<file path="src/core/dpsem_defines.vh">
// Purpose: constants for the dual-port semaphore port controller
// Assumes: one 125 MHz clock, asynchronous active-low reset
// Notes: timing counts are whole clock cycles of 8 ns
//
// Contract
// first low request latch wins token
// owner keeps token until writing one
// release hands token to pending side
// new owner holds until it writes one
// concurrent claims grant exactly one port
// earlier request wins a free token
// simultaneous requests pick one arbitrarily
// failed claim: keep reading or withdraw
// release unused token by writing one
// claim by write then read back
// device latches start undefined
// write one to all flags at start
// eight independent semaphores
// read zero means claim succeeded
// flags active low, zero claims
// only data bit zero is written
// read value fills all data bits
// read latched while select and enable low
// reads never change semaphore state
`ifndef DPSEM_DEFINES_VH
`define DPSEM_DEFINES_VH

// ==========================================
// command codes
`define DPSEM_CMD_CLAIM 2'h0
`define DPSEM_CMD_RELEASE 2'h1
`define DPSEM_CMD_PROBE 2'h2
`define DPSEM_CMD_WITHDRAW 2'h3

// ==========================================
// pin timing, in ns, and cycles at 125 MHz
`define DPSEM_CLK_NS 8
`define DPSEM_STROBE_NS 35
`define DPSEM_STROBE_CYC ((`DPSEM_STROBE_NS + `DPSEM_CLK_NS - 1) / `DPSEM_CLK_NS)
`define DPSEM_GAP_NS 15
`define DPSEM_GAP_CYC ((`DPSEM_GAP_NS + `DPSEM_CLK_NS - 1) / `DPSEM_CLK_NS)

// ==========================================
// data values
`define DPSEM_FLAG_BIT 0
`define DPSEM_SEM_COUNT 8
`define DPSEM_ADDR_W 3
`define DPSEM_FREE 1'h1
`define DPSEM_TAKEN 1'h0

`endif

</file>
<file path="src/core/dpsem_cycle.v">
// Purpose: one strobe of the flag space: write or read cycle on the pins
// Assumes: pins synchronous to clock_i
// Notes: select and enable rise between cycles so the device latch reloads
`timescale 1ns/1ps
`include "dpsem_defines.vh"

module dpsem_cycle #(
	parameter STROBE_CYC = `DPSEM_STROBE_CYC,
	parameter GAP_CYC = `DPSEM_GAP_CYC
) (
	input wire clock_i,
	input wire arst_n_i,
	input wire start_i,
	input wire write_i,
	input wire wbit_i,
	input wire [15:0] data_in_i,
	output reg flag_space_select_n_o,
	output reg write_n_o,
	output reg read_enable_n_o,
	output reg data_oe_o,
	output reg [15:0] data_out_o,
	output reg done_o,
	output reg rbit_o,
	output reg busy_o
);
	localparam ST_IDLE = 2'h0;
	localparam ST_STROBE = 2'h1;
	localparam ST_GAP = 2'h2;

	reg [1:0] state;
	reg [7:0] count;
	reg is_write;

	// ==========================================
	// strobe sequencer
	always @(posedge clock_i or negedge arst_n_i) begin
		if (!arst_n_i) begin
			state <= ST_IDLE;
			count <= 8'h00;
			is_write <= 1'b0;
			flag_space_select_n_o <= 1'b1;
			write_n_o <= 1'b1;
			read_enable_n_o <= 1'b1;
			data_oe_o <= 1'b0;
			data_out_o <= 16'h0000;
			done_o <= 1'b0;
			rbit_o <= 1'b1;
			busy_o <= 1'b0;
		end else begin
			done_o <= 1'b0;
			case (state)
			ST_IDLE: begin
				if (start_i) begin
					state <= ST_STROBE;
					busy_o <= 1'b1;
					is_write <= write_i;
					count <= STROBE_CYC[7:0];
					flag_space_select_n_o <= 1'b0;
					write_n_o <= ~write_i;
					read_enable_n_o <= write_i;
					data_oe_o <= write_i;
					// bit zero carries the flag, others zero
					data_out_o <= {15'h0000, wbit_i};
				end
			end
			ST_STROBE: begin
				if (count <= 8'h01) begin
					if (!is_write) begin
						// one bit stands for the replicated flag
						rbit_o <= data_in_i[`DPSEM_FLAG_BIT];
					end
					// deselect so next read captures fresh value
					flag_space_select_n_o <= 1'b1;
					write_n_o <= 1'b1;
					read_enable_n_o <= 1'b1;
					count <= GAP_CYC[7:0];
					state <= ST_GAP;
				end else begin
					count <= count - 8'h01;
				end
			end
			ST_GAP: begin
				// data stays driven one cycle past the strobe for hold time
				data_oe_o <= 1'b0;
				if (count <= 8'h01) begin
					state <= ST_IDLE;
					busy_o <= 1'b0;
					done_o <= 1'b1;
				end else begin
					count <= count - 8'h01;
				end
			end
			default: begin
				state <= ST_IDLE;
			end
			endcase
		end
	end
endmodule

</file>
<file path="src/core/dpsem_host.v">
// Purpose: port controller driving the semaphore flags of a dual-port memory
// Assumes: one port of the device; pins synchronous to clock_i
// Notes: claims are write then read; init frees all eight flags first
`timescale 1ns/1ps
`include "dpsem_defines.vh"

module dpsem_host #(
	parameter SEM_COUNT = `DPSEM_SEM_COUNT,
	parameter STROBE_CYC = `DPSEM_STROBE_CYC,
	parameter GAP_CYC = `DPSEM_GAP_CYC
) (
	input wire clock_i,
	input wire arst_n_i,
	input wire cmd_valid_i,
	input wire [1:0] cmd_op_i,
	input wire [2:0] cmd_index_i,
	output reg cmd_ready_o,
	output reg resp_valid_o,
	output reg resp_granted_o,
	output reg [7:0] owned_o,
	output reg [7:0] pending_o,
	output reg [2:0] sem_addr_o,
	output wire flag_space_select_n_o,
	output wire write_n_o,
	output wire read_enable_n_o,
	output wire data_oe_o,
	output wire [15:0] data_out_o,
	input wire [15:0] data_in_i
);
	localparam ST_INIT = 3'h0;
	localparam ST_INIT_WAIT = 3'h1;
	localparam ST_IDLE = 3'h2;
	localparam ST_WR_WAIT = 3'h3;
	localparam ST_RD = 3'h4;
	localparam ST_RD_WAIT = 3'h5;

	reg [2:0] state;
	reg [1:0] op;
	reg start;
	reg write;
	reg wbit;
	wire done;
	wire rbit;
	wire cyc_busy;

	// ==========================================
	// pin sequencer; pin outputs are its flip-flops
	dpsem_cycle #(
		.STROBE_CYC(STROBE_CYC),
		.GAP_CYC(GAP_CYC)
	) u_cycle (
		.clock_i(clock_i),
		.arst_n_i(arst_n_i),
		.start_i(start),
		.write_i(write),
		.wbit_i(wbit),
		.data_in_i(data_in_i),
		.flag_space_select_n_o(flag_space_select_n_o),
		.write_n_o(write_n_o),
		.read_enable_n_o(read_enable_n_o),
		.data_oe_o(data_oe_o),
		.data_out_o(data_out_o),
		.done_o(done),
		.rbit_o(rbit),
		.busy_o(cyc_busy)
	);

	// ==========================================
	// command flow: init, claim, release, probe, withdraw
	always @(posedge clock_i or negedge arst_n_i) begin
		if (!arst_n_i) begin
			state <= ST_INIT;
			op <= `DPSEM_CMD_PROBE;
			start <= 1'b0;
			write <= 1'b0;
			wbit <= `DPSEM_FREE;
			cmd_ready_o <= 1'b0;
			resp_valid_o <= 1'b0;
			resp_granted_o <= 1'b0;
			owned_o <= 8'h00;
			pending_o <= 8'h00;
			sem_addr_o <= 3'h0;
		end else begin
			start <= 1'b0;
			resp_valid_o <= 1'b0;
			case (state)
			ST_INIT: begin
				// device latches start undefined, so free each one
				if (!cyc_busy && !start) begin
					start <= 1'b1;
					write <= 1'b1;
					wbit <= `DPSEM_FREE;
					state <= ST_INIT_WAIT;
				end
			end
			ST_INIT_WAIT: begin
				if (done) begin
					if (sem_addr_o == SEM_COUNT[2:0] - 3'h1) begin
						sem_addr_o <= 3'h0;
						cmd_ready_o <= 1'b1;
						state <= ST_IDLE;
					end else begin
						sem_addr_o <= sem_addr_o + 3'h1;
						state <= ST_INIT;
					end
				end
			end
			ST_IDLE: begin
				if (cmd_valid_i) begin
					cmd_ready_o <= 1'b0;
					op <= cmd_op_i;
					sem_addr_o <= cmd_index_i;
					start <= 1'b1;
					if (cmd_op_i == `DPSEM_CMD_PROBE) begin
						// a probe only reads; no latch changes
						write <= 1'b0;
						state <= ST_RD_WAIT;
					end else begin
						write <= 1'b1;
						// zero requests, one releases or withdraws
						wbit <= (cmd_op_i == `DPSEM_CMD_CLAIM) ? `DPSEM_TAKEN : `DPSEM_FREE;
						state <= ST_WR_WAIT;
					end
				end
			end
			ST_WR_WAIT: begin
				if (done) begin
					if (op == `DPSEM_CMD_CLAIM) begin
						// verify claim by reading back after the write
						state <= ST_RD;
					end else begin
						// release or withdraw clears own request
						owned_o[sem_addr_o] <= 1'b0;
						pending_o[sem_addr_o] <= 1'b0;
						resp_granted_o <= 1'b0;
						resp_valid_o <= 1'b1;
						cmd_ready_o <= 1'b1;
						state <= ST_IDLE;
					end
				end
			end
			ST_RD: begin
				start <= 1'b1;
				write <= 1'b0;
				state <= ST_RD_WAIT;
			end
			ST_RD_WAIT: begin
				if (done) begin
					// zero read back means this side holds the token
					resp_granted_o <= (rbit == `DPSEM_TAKEN);
					resp_valid_o <= 1'b1;
					cmd_ready_o <= 1'b1;
					state <= ST_IDLE;
					if (op == `DPSEM_CMD_CLAIM || pending_o[sem_addr_o]) begin
						// failed claim stays pending until retried or withdrawn
						owned_o[sem_addr_o] <= (rbit == `DPSEM_TAKEN);
						pending_o[sem_addr_o] <= (rbit != `DPSEM_TAKEN);
					end
				end
			end
			default: begin
				state <= ST_IDLE;
			end
			endcase
		end
	end
endmodule

</file>
<file path="config.mk">
export PLATFORM = sky130hd
export DESIGN_NAME = dpsem_host
export DESIGN_NICKNAME = d
export VERILOG_FILES = /design/src/core/dpsem_cycle.v /design/src/core/dpsem_host.v
export VERILOG_INCLUDE_DIRS = /design/src /design/src/core
export SDC_FILE = /design/constraint.sdc
export NUM_CORES = 1
export LEC_CHECK = 0
export BUFFER_PORTS_ARGS = -buffer_cell sky130_fd_sc_hd__buf_2
export CAP_MARGIN = 20
export CORE_ASPECT_RATIO = 0.5
export CORE_UTILIZATION = 45
export DETAILED_ROUTE_END_ITERATION = 7
export PLACE_DENSITY = 0.69
export SKIP_LAST_GASP = 1
export SLEW_MARGIN = 20
export SYNTH_ARGS = -nofsm -noshare
export SYNTH_HDL_FRONTEND = slang
export SYNTH_SLANG_ARGS = --single-unit
</file>
<file path="constraint.sdc">
create_clock -name clock_i -period 2.7 [get_ports clock_i]
set_input_delay 0.135 -clock clock_i [delete_from_list [all_inputs] [get_ports clock_i]]
set_output_delay 0.135 -clock clock_i [all_outputs]
set_load 0.01 [all_outputs]
</file>
Yosys cells after proc, flatten, opt, wreduce, memory -nomap -nowiden

Index checks and enable logic that the tools add are counted.

Logic and storage cells: 163
Output and inout port bits: 42
Bits in registers: 49

Mux-type cells: 76
Eq/ne operators: 22
Add/sub/neg operators: 2
Order comparisons: 3
Bitwise logic cells: 6
Reductions and logical operators: 32

Operators by type and width:

| operator                                                                         | count |
|---|---|
| 8-bit 2-to-1 mux                                                                 | 11 |
| 8-bit one-hot mux with 2 select lines                                            | 2 |
| 1-bit 2-to-1 mux                                                                 | 30 |
| 3-bit 2-to-1 mux                                                                 | 10 |
| 8-bit one-hot mux with 3 select lines                                            | 1 |
| 3-bit AND reduction                                                              | 7 |
| 3-bit one-hot mux with 6 select lines                                            | 1 |
| 8-bit bitwise AND                                                                | 2 |
| 8-bit bitwise mux                                                                | 2 |
| 2-bit != test, second input constant                                             | 8 |
| 1-bit one-hot mux with 2 select lines                                            | 8 |
| 2-bit by 1-bit != test with 1-bit output, second input constant                  | 5 |
| 5-bit AND reduction                                                              | 2 |
| 2-bit nonzero test                                                               | 5 |
| 3-bit == test, second input constant                                             | 3 |
| 8-bit by 1-bit less-or-equal comparator with 1-bit output, second input constant | 1 |
| 2-bit 2-to-1 mux                                                                 | 4 |
| 8-bit NOT                                                                        | 1 |
| 4-bit AND reduction                                                              | 2 |
| 8-bit by 1-bit subtractor with 8-bit output, second input constant               | 1 |
| 7-bit AND reduction                                                              | 1 |
| 3-bit by 2-bit == test with 1-bit output, second input constant                  | 2 |
| 2-bit logical NOT                                                                | 3 |
| 1-bit one-hot mux with 3 select lines                                            | 2 |
| other kinds (19)                                                                 | 27 |

Longest topological paths before layout

Word-level depth: 9
Gate-level depth with buffers: 8

Hierarchy

A second synthesis with hierarchy kept.

Cells, all modules: 274
Area total of the unflattened synthesis: 2855.2 µm²

Modules (own cells, without submodules):

| module      | cells an instance | times used | area an instance (µm²) | seq. area each (µm²) |
|---|---|---|---|---|
| dpsem_host  | 146               | 1          | 1632.8                 | 753.2 |
| dpsem_cycle | 128               | 1          | 1222.4                 | 480.5 |

Worst setup path after synthesis

No wires, ideal clock.

Kind: flip-flop to flip-flop
From: register sem_addr_o[0]
To: register pending_o[1]
Arrival: 1675 ps
Required time: 2573 ps
Cell stages (with the launch flop): 6
Clock period less this slack: 1802 ps
Slack: 898 ps
Library setup time: 127 ps
Cell sequence: dfrtp_1 -> buf_6 -> mux2_4 -> a211o_4 -> nand4_2 -> mux2_1

Cells in the longest elaborated chain, start to end: 9
Elaborated cells on any way between the ends: 18

Ends and longest elaborated chain:

| item                                                                                                                   | line                               | source |
|---|---|---|
| start: declaration                                                                                                     | dpsem_host.v:22                    | `output reg [2:0] sem_addr_o,` |
| start signal: assignment                                                                                               | dpsem_host.v:103                   | `sem_addr_o <= sem_addr_o + 3'h1;` |
| start signal: assignment                                                                                               | dpsem_host.v:112                   | `sem_addr_o <= cmd_index_i;` |
| 3-bit by 4-bit < comparator with 1-bit output / 3-bit by 1-bit >= comparator with 1-bit output (equally long branches) | dpsem_host.v:134, dpsem_host.v:157 |  |
| 1-bit logical AND                                                                                                      | dpsem_host.v:134, dpsem_host.v:157 |  |
| 1-bit 2-to-1 mux                                                                                                       | dpsem_host.v:134, dpsem_host.v:157 |  |
| 1-bit demux with 3-bit select                                                                                          | dpsem_host.v:134, dpsem_host.v:157 |  |
| 8-bit NOT (no source line)                                                                                             | --                                 |  |
| 8-bit bitwise AND (no source line)                                                                                     | --                                 |  |
| 8-bit 2-to-1 mux                                                                                                       | dpsem_host.v:128                   | `` if (op == `DPSEM_CMD_CLAIM) begin `` |
| 8-bit 2-to-1 mux                                                                                                       | dpsem_host.v:127                   | `if (done) begin` |
| 8-bit one-hot mux with 2 select lines                                                                                  | dpsem_host.v:86                    | `case (state)` |
| end signal: indexed assignment                                                                                         | dpsem_host.v:157                   | `` pending_o[sem_addr_o] <= (rbit != `DPSEM_TAKEN); `` |
| end: declaration                                                                                                       | dpsem_host.v:21                    | `output reg [7:0] pending_o,` |

Parallel ways exist; a longest one is shown, timed or not. The select of a mux whose other input is x is not followed.
A chain may end at the register's enable or synchronous reset.

Final worst setup path

Same ends and word-level chain as after synthesis.

==> results.py <==
metrics = {
    "run_status": {
        "run_status": "finished clean",
    },
    "placed_design": {
        "routabilityCongestion": 0.8285,
        "port-buffer-count": 35,
        "place_ws_ps": 627.8,
        "place_hpwl_mm": 3.809,
    },
    "synth": {
        "syn_inst": 271,
        "synthAdderAreaFrac": 0.03114,
        "netlist-cell-type-count": 63,
        "syn_area_sq_um": 2813,
        "synth-main-ff-cell": "dfrtp_1",
        "synth_top_cells_by_area": "dfrtp_1 38%, mux2_1 6.4%, dfstp_2 5.6%",
        "synth_top_family_by_area": "simple AND/OR/NAND/NOR gates",
        "synth-xor-area-share": 0.01246,
        "yosysTopAreaCellShare": 0.3826,
        "synth-async-reset-ratio": 1.000,
        "synth-simple-area-share": 0.1975,
        "syn_area_per_cell_sq_um": 10.38,
        "synthTopCellsByCount": "43 x dfrtp_1, 25 x nor2_1, 22 x nand2_1, 16 x buf_4, 16 x mux2_1",
        "yosysMostFrequentCell": "dfrtp_1",
        "ys_seq_area_frac": 0.4386,
        "yosysWarnings": 0,
        "ys_seq_elements": 49,
        "synth_mux_area_frac": 0.09475,
        "yosysTopAreaCell": "dfrtp_1",
        "synth_compound_area_frac": 0.1512,
        "synth-edff-count": 0,
    },
    "grt": {
        "grt_pass1_vias": 1937,
        "grt_max_degree": 50,
        "grt_pass1_wl_mm": 9.211,
        "track_usage": 0.1783,
        "antenna_found_initial": 0,
        "grt_overflow": 0,
    },
    "setup_path": {
        "path_class": "register to register",
        "crit_chain": "mux2i_1 -> o2111ai_1 -> a211o_4 -> nand4_2 -> mux2_1",
        "cp_max_fo": 12,
        "crit_buf_inv": 0,
        "critPathTopFamily": "flip-flops",
        "crit_slowest_cell": "dfrtp_1",
        "max_stage_delay_ps": 670,
        "end_kind": "register",
        "cp.arrival_ps": 2230,
        "crit_path_start_kind": "register",
        "worstPathRequired_ps": 2860,
        "r2r_slack_ps": 630,
    },
    "floorplan": {
        "top_level_ports": 66,
        "coreArea_sq_um": 5753,
        "initial_core_util": 0.4889,
        "die_area_sq_um": 6590,
        "rows": 19,
        "die_h_microns": 57.91,
        "fp.dieW_microns": 113.8,
    },
    "sta": {
        "report.final.slew_viol_count": 0,
        "worst_pin_slew_ps": 616.0,
        "final-hold-violation-count": 0,
        "fin_ws_ps": 627.1,
        "tns_ps": 0,
        "max_freq_mhz": 482.4,
        "max_slew_margin": 0.5894,
        "setup-violations-final": 0,
        "rsz0062_at_grt": "no",
        "clock_skew_ps": 5.454,
        "layout_min_cycle_time_ps": 2073,
        "period_share": 0.7678,
        "whs_ps": 103.4,
    },
    "cells_and_area": {
        "finish.utilization": 0.5457,
        "diodes": 0,
        "area_delta_synth_final_pct": 11.61,
        "drive_gt1_frac": 0.2393,
        "nNetsFinal": 335,
    },
    "routing": {
        "dr.pass1.iters": 4,
        "drtIter0Drc": 92,
        "routed_wl_mm": 5.380,
        "wl_per_cell_microns": 13.83,
        "postRouteAntennaNets": 0,
        "via_per_inst": 5.231,
        "vias": 2035,
        "drc_errors": 0,
    },
    "clock_tree": {
        "cts_buffer_depth": 2,
        "htreeDepth": 2,
        "root_buffer": "clkbuf_16",
        "clk_pin_slew_worst_paths_ps": 60,
        "insertion_delay_ps": 280,
        "ctsHoldBuffers": 0,
        "cts_tree": "yes",
        "cts_setup_buffers": 0,
        "cts.repair.resized": 0,
        "cts.sinks": 49,
        "numCtsBuffers": 5,
    },
    "pwr": {
        "ir_drop_mv": 0.4206,
        "fin_total_pwr_w": 0.003425,
        "power_leakage_nw": 1.512,
        "cellPowerDensity_nw_per_um2": 1091,
    },
    "hold_path": {
        "hold_path.class": "input port to register",
    },
    "flow_run": {
        "maxCapViolCount": 0,
    },
}
[worst paths after layout]
kind	endpoint	from	cells after the start
setup / recovery	pending_o[1]	sem_addr_o[0]	5
hold / removal	cmd_ready_o	cmd_valid_i	2
setup reg to reg	pending_o[1]	sem_addr_o[0]	5
hold reg to reg	op[1]	op[1]	2
max in group asynchronous	resp_valid_o	arst_n_i	2
min in group asynchronous	u_cycle.data_oe_o	arst_n_i	2
[sequential cells by signal, summed over array words and instances (netlist names)]
signal,count
cmd_ready_o,1
op,2
owned_o,8
pending_o,8
resp_granted_o,1
resp_valid_o,1
sem_addr_o,3
start,1
state,3
u_cycle.busy_o,1
u_cycle.count,8
u_cycle.data_oe_o,1
u_cycle.data_out_o,1
u_cycle.done_o,1
u_cycle.flag_space_select_n_o,1
u_cycle.is_write,1
u_cycle.rbit_o,1
u_cycle.read_enable_n_o,1
u_cycle.state,2
u_cycle.write_n_o,1
wbit,1
write,1
[report_power, final]
group | internal, W | switching (W)
sequential | 0.000965 | 0.000296
combinational | 0.000659 | 0.000906
clock | 0.000343 | 0.000257
total | 0.00197 | 0.00146
[worst register-to-register path, cell delays in order, from the launching register on]
cell and delay [ps]:
dfrtp_1 670, mux2i_1 260, o2111ai_1 160, a211o_4 390, nand4_2 140, mux2_1 340
[logic make-up after synthesis]
group / count (synthesis)
AOI/OAI and AO/OA: 60
xor gates and xnor gates: 4
adders and majority gates: 7
buffers and inverters: 36
DFF: 49
muxes: 23
other: 1
and+or+nand+nor: 91
[stage by stage]
step                std cells  instance area, sq um
floorplan                 285                  2865
global placement          380                  2989
detailed placement        380                  2989
CTS                       388                  3127
global route              389                  3139
finish                    389                  3139
[cells in the final DEF (no fill, tap or decap), types with 3 or more instances in the layout]
| master | count |
|---|---|
| a21o_1 | 3 |
| a21oi_1 | 12 |
| a31oi_1 | 5 |
| buf_2 | 34 |
| clkbuf_16 | 5 |
| conb_1 | 15 |
| dfrtp_1 | 43 |
| dfstp_2 | 6 |
| ha_1 | 7 |
| inv_1 | 11 |
| mux2_1 | 16 |
| mux2_4 | 3 |
| mux2i_1 | 3 |
| nand2_1 | 22 |
| nand2b_1 | 4 |
| nand3_2 | 4 |
| nand4_1 | 3 |
| nand4_2 | 3 |
| nor2_1 | 25 |
| nor2b_1 | 5 |
| nor3_1 | 4 |
| o21ai_0 | 7 |
| o21ai_1 | 8 |
| o22a_1 | 3 |
| o22ai_1 | 4 |
| xor2_1 | 4 |
[area by class of cell]
class | count | area (sq um)
fill | 520 | 2614
multi-input combinational | 200 | 1426
sequential | 49 | 1234
timing repair buffer | 37 | 195.2
clock buffer | 7 | 132.6
tap | 84 | 105.1
inverter | 11 | 41.29
clock inverter | 1 | 5.005
[layer usage]
metal | global-route usage | part of all wire | vias up
met3 | 0.03975 | 0.039 | 4
met5 | 0 | 0 | -
li1 | - | - | 1001
met1 | 0.2411 | 0.48 | 987
met4 | 0.05009 | 0.0091 | 0
met2 | 0.2936 | 0.47 | 43
(Power assumes the default switching activity.)
